### src/core/sar_pkg.sv
package sar_pkg;

    // result word
    localparam int RESULT_BITS     = 16;
    localparam int BIT_COUNT_W     = 5;

    // timing, clock runs at 20 MHz
    localparam int CLK_PERIOD_NS   = 50;
    localparam int CONV_TIME_NS    = 1400;
    // conversion length rounds down so it never overruns the nominal time
    localparam int CONV_CYCLES_RAW = CONV_TIME_NS / CLK_PERIOD_NS;
    localparam int CONV_CYCLES     = (CONV_CYCLES_RAW < 1) ? 1 : CONV_CYCLES_RAW;
    localparam int CONV_COUNT_W    = 12;

    // result buffer
    localparam int BUF_DEPTH       = 2;

    // reset values and busy-bit level
    localparam logic RST_PIN_LEVEL = 1'b1;
    localparam logic RST_TRACK     = 1'b1;
    localparam logic RST_POWERDOWN = 1'b1;
    localparam logic RST_CS_MODE   = 1'b1;
    localparam logic BUSY_LEVEL    = 1'b0;

    typedef enum logic [2:0] {
        SAR_ACQ  = 3'h1,
        SAR_CONV = 3'h2,
        SAR_DONE = 3'h4
    } sar_phase_t;

    typedef enum logic [2:0] {
        SAR_RD_OFF  = 3'h1,
        SAR_RD_BUSY = 3'h2,
        SAR_RD_DATA = 3'h4
    } sar_read_t;

endpackage : sar_pkg

### src/core/sar_buf_if.sv
`timescale 1ns/1ps
interface sar_buf_if #(
    parameter int WIDTH = 16
);
    logic             inValid;
    logic             inReady;
    logic [WIDTH-1:0] inData;
    logic             outValid;
    logic             outReady;
    logic [WIDTH-1:0] outData;

    modport store (
        input  inValid,
        input  inData,
        input  outReady,
        output inReady,
        output outValid,
        output outData
    );

    modport client (
        output inValid,
        output inData,
        output outReady,
        input  inReady,
        input  outValid,
        input  outData
    );
endinterface : sar_buf_if

### src/core/sar_adc_serial_readout.sv
// Contract
// - serial input high at strobe rise selects chip-select mode
// - serial input low at strobe rise selects daisy-chain mode
// - optional busy bit precedes result bits in chip-select mode only
// - conversion timed by internal clock, between minimum and maximum time
// - serial clock only shifts results; reads happen during acquisition
// - result is straight unsigned binary, sixteen bits
// - strobe rise: tri-state output, capture sample, start conversion
// - started conversion completes regardless of strobe level
// - strobe high at conversion end: no busy bit
// - conversion end enters acquisition and powers down
// - strobe fall releases output and drives result MSB
// - each serial clock fall shifts next lower bit out
// - each bit stays valid across both serial clock edges
// - output tri-states at sixteenth serial clock fall (seventeenth after a busy bit) or strobe rise
// - analog inputs disconnected during conversion, reconnected at end
`timescale 1ns/1ps
module sar_adc_serial_readout
    import sar_pkg::*;
#(
    parameter int CONV_LEN = sar_pkg::CONV_CYCLES,
    parameter int DEPTH    = sar_pkg::BUF_DEPTH
) (
    // clock and reset
    input  wire logic                            clk,
    input  wire logic                            reset,
    // host pins
    input  wire logic                            convertStrobe,
    input  wire logic                            serialIn,
    input  wire logic                            serialClk,
    output logic                                 serialOut,
    output logic                                 serialOutEn_n,
    // analog core
    input  wire logic [sar_pkg::RESULT_BITS-1:0] sampleCode,
    output logic                                 trackEnable,
    output logic                                 powerDown,
    // status
    output logic                                 chipSelectMode,
    output logic                                 resultStall
);
    import sar_pkg::*;

    // pin synchronisers
    logic strobeMeta;
    logic strobeSync;
    logic strobeLast;
    logic sclkMeta;
    logic sclkSync;
    logic sclkLast;
    logic dinMeta;
    logic dinSync;

    logic strobeRise;
    logic strobeFall;
    logic sclkFall;

    // conversion group
    sar_phase_t                phase;
    sar_phase_t                next_phase;
    logic [CONV_COUNT_W-1:0]   convCount;
    logic [CONV_COUNT_W-1:0]   next_convCount;
    logic [RESULT_BITS-1:0]    convResult;
    logic [RESULT_BITS-1:0]    next_convResult;
    logic                      next_chipSelectMode;
    logic                      next_trackEnable;
    logic                      next_powerDown;
    logic                      next_resultStall;
    logic                      doneEvent;

    // readout group
    sar_read_t                 readState;
    sar_read_t                 next_readState;
    logic [RESULT_BITS-1:0]    shiftReg;
    logic [RESULT_BITS-1:0]    next_shiftReg;
    logic [BIT_COUNT_W-1:0]    bitCount;
    logic [BIT_COUNT_W-1:0]    next_bitCount;
    logic [RESULT_BITS-1:0]    latestResult;
    logic [RESULT_BITS-1:0]    next_latestResult;
    logic                      haveResult;
    logic                      next_haveResult;
    logic                      next_serialOut;
    logic                      next_serialOutEn_n;
    logic                      popResult;

    localparam logic [CONV_COUNT_W-1:0] CONV_LAST = CONV_COUNT_W'(CONV_LEN - 1);
    localparam logic [BIT_COUNT_W-1:0]  BITS_ALL  = BIT_COUNT_W'(RESULT_BITS);
    localparam logic [BIT_COUNT_W-1:0]  BIT_ONE   = BIT_COUNT_W'(1);

    function automatic logic msbOf(input logic [RESULT_BITS-1:0] w);
        msbOf = w[RESULT_BITS-1];
    endfunction : msbOf

    sar_buf_if #(.WIDTH(RESULT_BITS)) resultPath ();

    sar_buf #(
        .WIDTH (RESULT_BITS),
        .DEPTH (DEPTH)
    ) resultBuf (
        .clk   (clk),
        .reset (reset),
        .port  (resultPath.store)
    );

    // first stage feeds only the second
    always_ff @(posedge clk) begin
        if (reset) begin
            strobeMeta <= RST_PIN_LEVEL;
            strobeSync <= RST_PIN_LEVEL;
            strobeLast <= RST_PIN_LEVEL;
            sclkMeta   <= RST_PIN_LEVEL;
            sclkSync   <= RST_PIN_LEVEL;
            sclkLast   <= RST_PIN_LEVEL;
            dinMeta    <= RST_PIN_LEVEL;
            dinSync    <= RST_PIN_LEVEL;
        end else begin
            strobeMeta <= convertStrobe;
            strobeSync <= strobeMeta;
            strobeLast <= strobeSync;
            sclkMeta   <= serialClk;
            sclkSync   <= sclkMeta;
            sclkLast   <= sclkSync;
            dinMeta    <= serialIn;
            dinSync    <= dinMeta;
        end
    end

    assign strobeRise = strobeSync & ~strobeLast;
    assign strobeFall = ~strobeSync & strobeLast;
    // serial clock edges only matter for reading
    assign sclkFall   = ~sclkSync & sclkLast;

    // a finished word leaves only once the buffer takes it
    assign doneEvent  = (phase == SAR_DONE) && resultPath.inReady;

    assign resultPath.inValid  = (phase == SAR_DONE);
    assign resultPath.inData   = convResult;
    // never swap the word under an active shift
    assign resultPath.outReady = (readState != SAR_RD_DATA);
    assign popResult           = resultPath.outValid && resultPath.outReady;

    // conversion sequencing
    always_comb begin
        next_phase          = phase;
        next_convCount      = convCount;
        next_convResult     = convResult;
        next_chipSelectMode = chipSelectMode;
        next_trackEnable    = trackEnable;
        next_powerDown      = powerDown;
        next_resultStall    = 1'b0;
        case (phase)
            SAR_ACQ: begin
                if (strobeRise) begin
                    next_phase          = SAR_CONV;
                    next_convCount      = '0;
                    // level of serial input picks the mode
                    next_chipSelectMode = dinSync;
                    next_trackEnable    = 1'b0;
                    next_powerDown      = 1'b0;
                end
            end
            SAR_CONV: begin
                // strobe ignored here: a conversion cannot be aborted
                if (convCount == CONV_LAST) begin
                    next_phase      = SAR_DONE;
                    // straight binary, no offset or sign handling
                    next_convResult = sampleCode;
                end else begin
                    next_convCount = convCount + CONV_COUNT_W'(1);
                end
            end
            SAR_DONE: begin
                next_resultStall = ~resultPath.inReady;
                if (resultPath.inReady) begin
                    next_phase       = SAR_ACQ;
                    next_trackEnable = 1'b1;
                    next_powerDown   = 1'b1;
                end
            end
            default: begin
                next_phase       = SAR_ACQ;
                next_convCount   = '0;
                next_trackEnable = RST_TRACK;
                next_powerDown   = RST_POWERDOWN;
            end
        endcase
    end

    always_ff @(posedge clk) begin
        if (reset) begin
            phase          <= SAR_ACQ;
            convCount      <= '0;
            convResult     <= '0;
            chipSelectMode <= RST_CS_MODE;
            trackEnable    <= RST_TRACK;
            powerDown      <= RST_POWERDOWN;
            resultStall    <= 1'b0;
        end else begin
            phase          <= next_phase;
            convCount      <= next_convCount;
            convResult     <= next_convResult;
            chipSelectMode <= next_chipSelectMode;
            trackEnable    <= next_trackEnable;
            powerDown      <= next_powerDown;
            resultStall    <= next_resultStall;
        end
    end

    // serial readout
    always_comb begin
        next_readState     = readState;
        next_shiftReg      = shiftReg;
        next_bitCount      = bitCount;
        next_latestResult  = latestResult;
        next_haveResult    = haveResult;
        next_serialOut     = serialOut;
        next_serialOutEn_n = serialOutEn_n;
        if (popResult) begin
            next_latestResult = resultPath.outData;
            next_haveResult   = 1'b1;
        end
        if (strobeRise && phase == SAR_ACQ) begin
            // new conversion: drop any read in flight
            next_readState     = SAR_RD_OFF;
            next_serialOutEn_n = 1'b1;
            next_bitCount      = '0;
        end else if (strobeRise) begin
            next_readState     = SAR_RD_OFF;
            next_serialOutEn_n = 1'b1;
        end else begin
            case (readState)
                SAR_RD_OFF: begin
                    if (doneEvent && chipSelectMode && !strobeSync) begin
                        // strobe high at the end suppresses this branch
                        next_readState     = SAR_RD_BUSY;
                        next_serialOut     = BUSY_LEVEL;
                        next_serialOutEn_n = 1'b0;
                        next_bitCount      = '0;
                    end else if (strobeFall && phase == SAR_ACQ && haveResult) begin
                        next_readState     = SAR_RD_DATA;
                        next_serialOut     = msbOf(latestResult);
                        next_shiftReg      = latestResult << 1;
                        next_serialOutEn_n = 1'b0;
                        next_bitCount      = BIT_ONE;
                    end
                end
                SAR_RD_BUSY: begin
                    if (sclkFall) begin
                        // busy bit ends, MSB follows on this fall
                        next_readState = SAR_RD_DATA;
                        next_serialOut = msbOf(popResult ? resultPath.outData : latestResult);
                        next_shiftReg  = (popResult ? resultPath.outData : latestResult) << 1;
                        next_bitCount  = BIT_ONE;
                    end
                end
                SAR_RD_DATA: begin
                    // bit changes only on falls, so it holds across the rise
                    if (sclkFall) begin
                        if (bitCount == BITS_ALL) begin
                            next_readState     = SAR_RD_OFF;
                            next_serialOutEn_n = 1'b1;
                        end else begin
                            next_serialOut = msbOf(shiftReg);
                            next_shiftReg  = shiftReg << 1;
                            next_bitCount  = bitCount + BIT_ONE;
                        end
                    end
                end
                default: begin
                    next_readState     = SAR_RD_OFF;
                    next_serialOutEn_n = 1'b1;
                end
            endcase
        end
    end

    always_ff @(posedge clk) begin
        if (reset) begin
            readState     <= SAR_RD_OFF;
            shiftReg      <= '0;
            bitCount      <= '0;
            latestResult  <= '0;
            haveResult    <= 1'b0;
            serialOut     <= 1'b0;
            serialOutEn_n <= 1'b1;
        end else begin
            readState     <= next_readState;
            shiftReg      <= next_shiftReg;
            bitCount      <= next_bitCount;
            latestResult  <= next_latestResult;
            haveResult    <= next_haveResult;
            serialOut     <= next_serialOut;
            serialOutEn_n <= next_serialOutEn_n;
        end
    end
endmodule : sar_adc_serial_readout

### src/core/sar_buf.sv
`timescale 1ns/1ps
module sar_buf #(
    parameter int WIDTH = 16,
    parameter int DEPTH = 2
) (
    // clock and reset
    input wire logic   clk,
    input wire logic   reset,
    // both sides of the buffer
    sar_buf_if.store   port
);
    localparam int PW = (DEPTH > 1) ? $clog2(DEPTH) : 1;
    localparam int CW = $clog2(DEPTH + 1);

    logic [WIDTH-1:0] mem [DEPTH];
    logic [PW-1:0]    wrPtr;
    logic [PW-1:0]    rdPtr;
    logic [CW-1:0]    fill;
    logic [PW-1:0]    next_wrPtr;
    logic [PW-1:0]    next_rdPtr;
    logic [CW-1:0]    next_fill;
    logic             doPush;
    logic             doPop;

    function automatic logic [PW-1:0] bump(input logic [PW-1:0] p);
        bump = (p == PW'(DEPTH - 1)) ? '0 : p + PW'(1);
    endfunction : bump

    assign port.inReady  = (fill != CW'(DEPTH));
    assign port.outValid = (fill != '0);
    assign port.outData  = mem[rdPtr];
    assign doPush        = port.inValid & port.inReady;
    assign doPop         = port.outValid & port.outReady;

    always_comb begin
        next_wrPtr = doPush ? bump(wrPtr) : wrPtr;
        next_rdPtr = doPop ? bump(rdPtr) : rdPtr;
        next_fill  = fill;
        if (doPush && !doPop) begin
            next_fill = fill + CW'(1);
        end else if (doPop && !doPush) begin
            next_fill = fill - CW'(1);
        end
    end

    always_ff @(posedge clk) begin
        if (reset) begin
            wrPtr <= '0;
            rdPtr <= '0;
            fill  <= '0;
        end else begin
            wrPtr <= next_wrPtr;
            rdPtr <= next_rdPtr;
            fill  <= next_fill;
        end
    end

    // storage needs no reset, fill guards it
    always_ff @(posedge clk) begin
        if (doPush) begin
            mem[wrPtr] <= port.inData;
        end
    end
endmodule : sar_buf

### config.mk
export PLATFORM = sky130hd
export DESIGN_NAME = sar_adc_serial_readout
export DESIGN_NICKNAME = d
export VERILOG_FILES = /design/src/core/sar_pkg.sv /design/src/core/sar_buf_if.sv /design/src/core/sar_adc_serial_readout.sv /design/src/core/sar_buf.sv
export SDC_FILE = /design/constraint.sdc
export NUM_CORES = 1
export LEC_CHECK = 0
export ABC_CLOCK_PERIOD_IN_PS = 5000
export BUFFER_PORTS_ARGS = -buffer_cell sky130_fd_sc_hd__buf_4
export CAP_MARGIN = 15
export CORE_ASPECT_RATIO = 0.5
export CORE_MARGIN = 8
export CORE_UTILIZATION = 55
export CTS_CLUSTER_SIZE = 20
export DETAILED_ROUTE_END_ITERATION = 10
export PLACE_DENSITY = 0.69
export SYNTH_ARGS = -nofsm -noshare
export SYNTH_HDL_FRONTEND = slang
export SYNTH_SLANG_ARGS = --single-unit
### constraint.sdc
create_clock -name clk -period 5 [get_ports clk]
set_clock_uncertainty 0.2 [all_clocks]
set_input_delay 0.5 -clock clk [delete_from_list [all_inputs] [get_ports clk]]
set_output_delay 0.5 -clock clk [all_outputs]
set_load 0.02 [all_outputs]
* Yosys cells after proc, flatten, opt, wreduce, memory -nomap -nowiden *
Memory sizes are Yosys's and may differ from the RTL's. A register that Yosys moved wholly into a read port is not among the register bits.
Index checks and enable logic that the tools add are counted.

word-level totals
  register bits = 89
  memory bits (writable) = 32
  input bits = 21
  output and inout bits = 6
  word-level logic and storage cells = 142
  memories = 1

memory list
  memory         words  bits a word  rd ports  clocked after memory_dff  write ports  RTL line       text
  resultBuf.mem  2      16           1         1                         1            sar_buf.sv:15  logic [WIDTH-1:0] mem [DEPTH];

operators by class
  $add $sub $neg = 6
  equal/unequal tests = 21
  mux-type cells = 48
  bitwise operators = 14
  reduce and logical (&&, ||, !) cells = 28

operators by type and width
  cell                                                              count
  16-bit 2-to-1 mux                                                 6
  16-bit one-hot mux with 3 select lines                            1
  12-bit one-hot mux with 3 select lines                            1
  5-bit 2-to-1 mux                                                  5
  12-bit 2-to-1 mux                                                 2
  3-bit 2-to-1 mux                                                  8
  2-bit != test, second input constant                              11
  3-bit one-hot mux with 3 select lines                             2
  1-bit 2-to-1 mux                                                  17
  5-bit one-hot mux with 3 select lines                             1
  12-bit by 1-bit adder with 12-bit output, second input constant   1
  12-bit by 5-bit == test with 1-bit output, second input constant  1
  1-bit logical AND                                                 9
  1-bit NOT                                                         9
  1-bit one-hot mux with 3 select lines                             3
  3-bit AND reduction                                               3
  4-bit AND reduction                                               2
  8-bit AND reduction                                               1
  7-bit AND reduction                                               1
  3-bit by 1-bit == test with 1-bit output, second input constant   2
  3-bit by 2-bit == test with 1-bit output, second input constant   2
  3-bit == test, second input constant                              2
  3-bit != test, second input constant                              2
  6-bit AND reduction                                               1
  13 further kinds                                                  24

* Longest topological paths before layout *
  depth after elaboration = 7
  gate-level depth with buffers = 9
  depth with buffers taken out = 7

* Hierarchy *
From an unflattened synthesis, not the netlist that was laid out.

unflattened totals
  cells, all modules = 522
  area, all modules = 5162.5 µm²

modules (own cells, without submodules)
  module                  instances  cells each  area each (µm²)  sequential area each (µm²)
  sar_adc_serial_readout  1          448         3786.1           1681.6
  sar_buf                 1          74          1376.3           1061.0

* Least setup slack after synthesis *
OpenSTA, ideal clock, no wires.

  path type = flip-flop to flip-flop
  from = reg phase[2]
  to = mem resultBuf.mem[0][0] (enable)
  library setup time = 409 ps
  data arrival time = 2006 ps
  data required time = 4391 ps
  setup slack = 2385 ps
  cell stages (with the launch flop) = 3
  buffers on the path = 0
  period minus slack after synthesis = 2615 ps
  cells stage by stage = dfxtp_1 or3b_2 nor3_1

on the way
  cells in the longest elaborated chain, start to end = 4

ends and longest elaborated chain
  what                                    RTL line                       text
  start: declaration                      sar_adc_serial_readout.sv:58   sar_phase_t phase;
  start signal: assignment                sar_adc_serial_readout.sv:198  phase <= next_phase;
  3-bit == test                           sar_adc_serial_readout.sv:135  assign resultPath.inValid = (phase == SAR_DONE);
  1-bit bitwise AND                       sar_buf.sv:32                  assign doPush = port.inValid & port.inReady;
  1-bit 2-to-1 mux                        sar_buf.sv:60                  if (doPush) begin
  1-bit 2-to-1 mux (implied by the code)  sar_buf.sv:61                  mem[wrPtr] <= port.inData;
  end: declaration                        sar_buf.sv:15

Every way passes these cells.

* Final worst setup path *
  from = reg phase[1]
  to = reg shiftReg[9]

on the way
  cells in the longest elaborated chain, start to end = 6
  elaborated cells between the ends (all ways) = 12
  classes of those cells = eq/ne (4); bitwise (1); reduce/logical (7)

ends and longest elaborated chain
  what                                    RTL line                       text
  3-bit == test                           sar_adc_serial_readout.sv:133  assign doneEvent = (phase == SAR_DONE) && resultPath.inReady;
  1-bit logical AND                       sar_adc_serial_readout.sv:133
  1-bit logical AND (2 in series)         sar_adc_serial_readout.sv:232  if (doneEvent && chipSelectMode && !strobeSync) begin
  2-bit != test (no source line)          n/a
  8-bit AND reduction (no source line) *  n/a
  end signal: assignment                  sar_adc_serial_readout.sv:287  shiftReg <= next_shiftReg;
  end: declaration                        sar_adc_serial_readout.sv:73   logic [RESULT_BITS-1:0] shiftReg;

Every way passes the cells marked *; elsewhere a longest branch is shown, timed or not.
A chain may end at the register's enable or synchronous reset.

==> flow_summary.rst <==
.. list-table::
   :header-rows: 1

   * - Metric
     - Value
   * - Top-level port count
     - 27
   * - Post-synthesis sequential area ratio
     - 54.9%
   * - Gates resized, CTS repair
     - 0
   * - Routability-driven placement congestion ratio
     - 0.873
   * - Final sum of negative setup slack
     - 0 ns
   * - Run status
     - finished, final reports clean
   * - Die area
     - 0.0126 mm²
   * - Share of power burned in combinational logic
     - 18.1%
   * - Hold path depth
     - 2
   * - # port buffers
     - 26
   * - Final-report max-slew violation count
     - 0
   * - Critical path launch point type
     - register
   * - Post-synth top flop
     - sky130_fd_sc_hd__dfxtp_1
   * - Required time at the worst-slack endpoint
     - 5.12 ns
   * - Drt via density
     - 5.65
   * - Cells on worst reg2reg path
     - 5
   * - Yosys synthesis warning count
     - 0
   * - Sw Pwr
     - 0.817 mW
   * - 1st-iter DRT viols
     - 279
   * - NumNets Final
     - 544
   * - Die height
     - 83.4 µm
   * - Detailed-routing iteration count for the pre-antenna-repair pass
     - 5
   * - Antenna viol nets, final
     - 0
   * - Commonest non-fill, non-tap cells in the layout
     - 89 x sky130_fd_sc_hd__dfxtp_1, 68 x sky130_fd_sc_hd__nor2_1, 51 x sky130_fd_sc_hd__nand2_1
   * - Register-to-register setup slack
     - 1.99 ns
   * - Setup repair after global routing missed its margin
     - no
   * - Remaining max-slew budget at the tightest pin
     - 33.6%
   * - Global-route wire length before repair
     - 17300 µm
   * - Critical path class
     - reg2reg
   * - Most common cell after layout, fill and taps aside
     - sky130_fd_sc_hd__dfxtp_1
   * - Overall routing resource usage
     - 17.6%
   * - Number of hold violations in the final report
     - 0
   * - Cell Rows
     - 24
   * - Routed length per placed instance
     - 16.1 µm
   * - Per-instance average area after synthesis
     - 10.0 µm²
   * - Leakage power summed over all cells
     - 2.07 nW
   * - Final Routed Wirelength
     - 10500 µm
   * - Instance area at placement
     - 0.00525 mm²
   * - Worst hold path type
     - in2reg
   * - Maximum level of the CTS H-tree
     - 4
   * - Share of the cycle needed by the critical path after routing
     - 60.2%
   * - FF-to-FF End
     - shiftReg[9]
   * - Via count
     - 3666
   * - Die Span X
     - 151 µm
   * - Endpoint class of the critical path
     - register
   * - Total clock buffers created by CTS
     - 17
   * - Final instance area
     - 0.00581 mm²
   * - Clock transition at the registers of the reported paths
     - 0.05 ns
   * - Net count after synthesis
     - 525
   * - Peak supply drop
     - 316 µV
   * - Clock tree root driver cell
     - sky130_fd_sc_hd__clkbuf_16
   * - Switching part of the total
     - 27.9%
   * - Worst Hold Path EP
     - dinMeta
   * - Initial antenna violation count
     - 0
   * - Async SR Flop Fraction
     - 0%
   * - Origin of the worst min-delay path
     - serialIn
   * - Final routed DRC violation total
     - 0
   * - Number of diodes
     - 0
   * - Total half-perimeter wirelength after legalization and detailed placement
     - 6620 µm
   * - Number of filler cells placed in the layout
     - 728
   * - CTS sink count
     - 121
   * - Aggregate global routing overflow
     - 0
   * - Pin slew with the least headroom to its limit
     - 0.997 ns
   * - Cts hold-fix bufs
     - 0
   * - Number of distinct library cells after synthesis
     - 60
   * - Critical path arrival
     - 3.13 ns
   * - Total internal power
     - 2.11 mW
   * - Worst-path maximum fanout
     - 30
   * - CTS Buffer Depth
     - 2
   * - Post-Syn Instances
     - 500
   * - Largest net degree at the start of global routing
     - 70
   * - Layout cell share with drive strength beyond 1
     - 15.6%
   * - Clock group share of total power
     - 39.8%
   * - Critical register-to-register path startpoint
     - phase[1]
   * - Cell Pwr Density
     - 503 mW/mm²
   * - Count of endpoints failing setup in the final report
     - 0
   * - Number of global-route vias before repair
     - 3398
   * - Sequential power share
     - 42.1%
   * - Maximum operating frequency
     - 332 MHz
   * - Synth Register Bits
     - 121
   * - Count of flip-flops with a built-in enable after synthesis
     - 32
   * - Synthesis-to-layout area growth
     - 16.3%
   * - Fin crit period
     - 3.01 ns
   * - Synth Cell Area
     - 0.00500 mm²
   * - Initial Utilization
     - 57.0%
   * - Worst-skew pair later-pin latency
     - 0.41 ns
   * - Core area
     - 0.00877 mm²
   * - Setup Buffers After CTS
     - 0
   * - Max cap viols
     - 0
   * - CTS tree
     - yes
==> flip-flops by register name, summed over array words and instances (netlist names), 2 cells and up, named ones only <==
register	count
readState	3
convResult	16
phase	3
resultBuf.mem	32
bitCount	5
shiftReg	15
convCount	12
resultBuf.fill	2
latestResult	16
==> cells in the mapped netlist, drive strengths merged, types with 6 or more instances <==
library cell / instances / share of area (%)
inv: 7 / 0.53
xor2: 8 / 1.4
nor2b: 6 / 0.75
mux2i: 18 / 3.6
nor3: 10 / 1.0
nand2: 51 / 3.8
nor2: 69 / 5.2
nand3: 6 / 0.60
a221oi: 14 / 2.5
or3b: 6 / 1.1
dfxtp: 89 / 36
a21oi: 32 / 3.3
edfxtp: 32 / 19
buf: 11 / 1.4
or2: 8 / 1.0
a211oi: 31 / 4.7
o21ai: 9 / 0.98
clkbuf: 20 / 1.5
==> cell type report <==
class	instances	area [µm²]	area share (%)
Clock buffer	22	464	7.99
Clock inverter	10	101	1.74
Inverter	8	30.0	0.517
Multi-Input combinational cell	340	2100	36.1
Sequential cell	121	2740	47.2
Tap cell	117	146	2.52
Timing Repair Buffer	31	233	4.00
==> logic make-up after synthesis <==
| family | after synthesis | synth area share (%) |
|---|---|---|
| muxes | 19 | 3.83 |
| DFF | 121 | 54.9 |
| adders and majority gates | 4 | 1.00 |
| buffers and inverters | 39 | 3.48 |
| AOI/OAI and AO/OA | 111 | 15.7 |
| and+or+nand+nor | 195 | 19.2 |
| xor gates and xnor gates | 11 | 1.93 |
==> power by group through the flow <==
stage | combinational (mW) | sequential [mW] | clock (mW)
final | 0.529 | 1.23 | 1.16
after global routing | 0.600 | 1.25 | 1.22
after CTS | 0.526 | 1.23 | 1.17
after detailed placement | 0.522 | 1.25 | 0
after global placement | 0.514 | 1.25 | 0
after floorplan | 0.453 | 1.21 | 0
==> metrics by stage <==
step	utilization (%)	worst slack, ns	std cells	total power [mW]	hold slack [ns]
2_1_floorplan	-	2.38	500	1.66	0.189
3_3_place_gp	59.8	2.12	617	1.76	0.191
3_5_place_dp	59.8	2.05	617	1.77	0.194
4_1_cts	66.3	2.01	649	2.93	0.0628
5_1_grt	66.3	1.76	649	3.07	0.0581
6_report	66.3	1.99	649	2.92	0.0680
==> routing by layer <==
metal  up-vias  track usage [%]  routed length, µm
li1       1863                -                  -
met1      1692             25.7               5490
met2        99             23.2               4220
met3        12             5.63                647
met4         0             6.42                121
met5         -                0                  0
==> worst max-delay path, cell delays in order (launching register included) <==
cell,delay (ns)
sky130_fd_sc_hd__dfxtp_1,0.49
sky130_fd_sc_hd__or3b_2,0.61
sky130_fd_sc_hd__o31ai_2,0.34
sky130_fd_sc_hd__and4_1,0.91
sky130_fd_sc_hd__nor2_1,0.10
sky130_fd_sc_hd__a211oi_1,0.25
==> worst max path at each step <==
stage	startpoint	to	slack (ns)
global placement	phase[1]	convCount[10]	2.12
floorplan	phase[2]	resultBuf.mem[0][0]	2.38
CTS	phase[1]	convCount[10]	2.01
finish	phase[1]	shiftReg[9]	1.99
detailed placement	phase[1]	convCount[10]	2.05
global route	phase[1]	shiftReg[3]	1.76
Power figures use the tool's default switching activity.
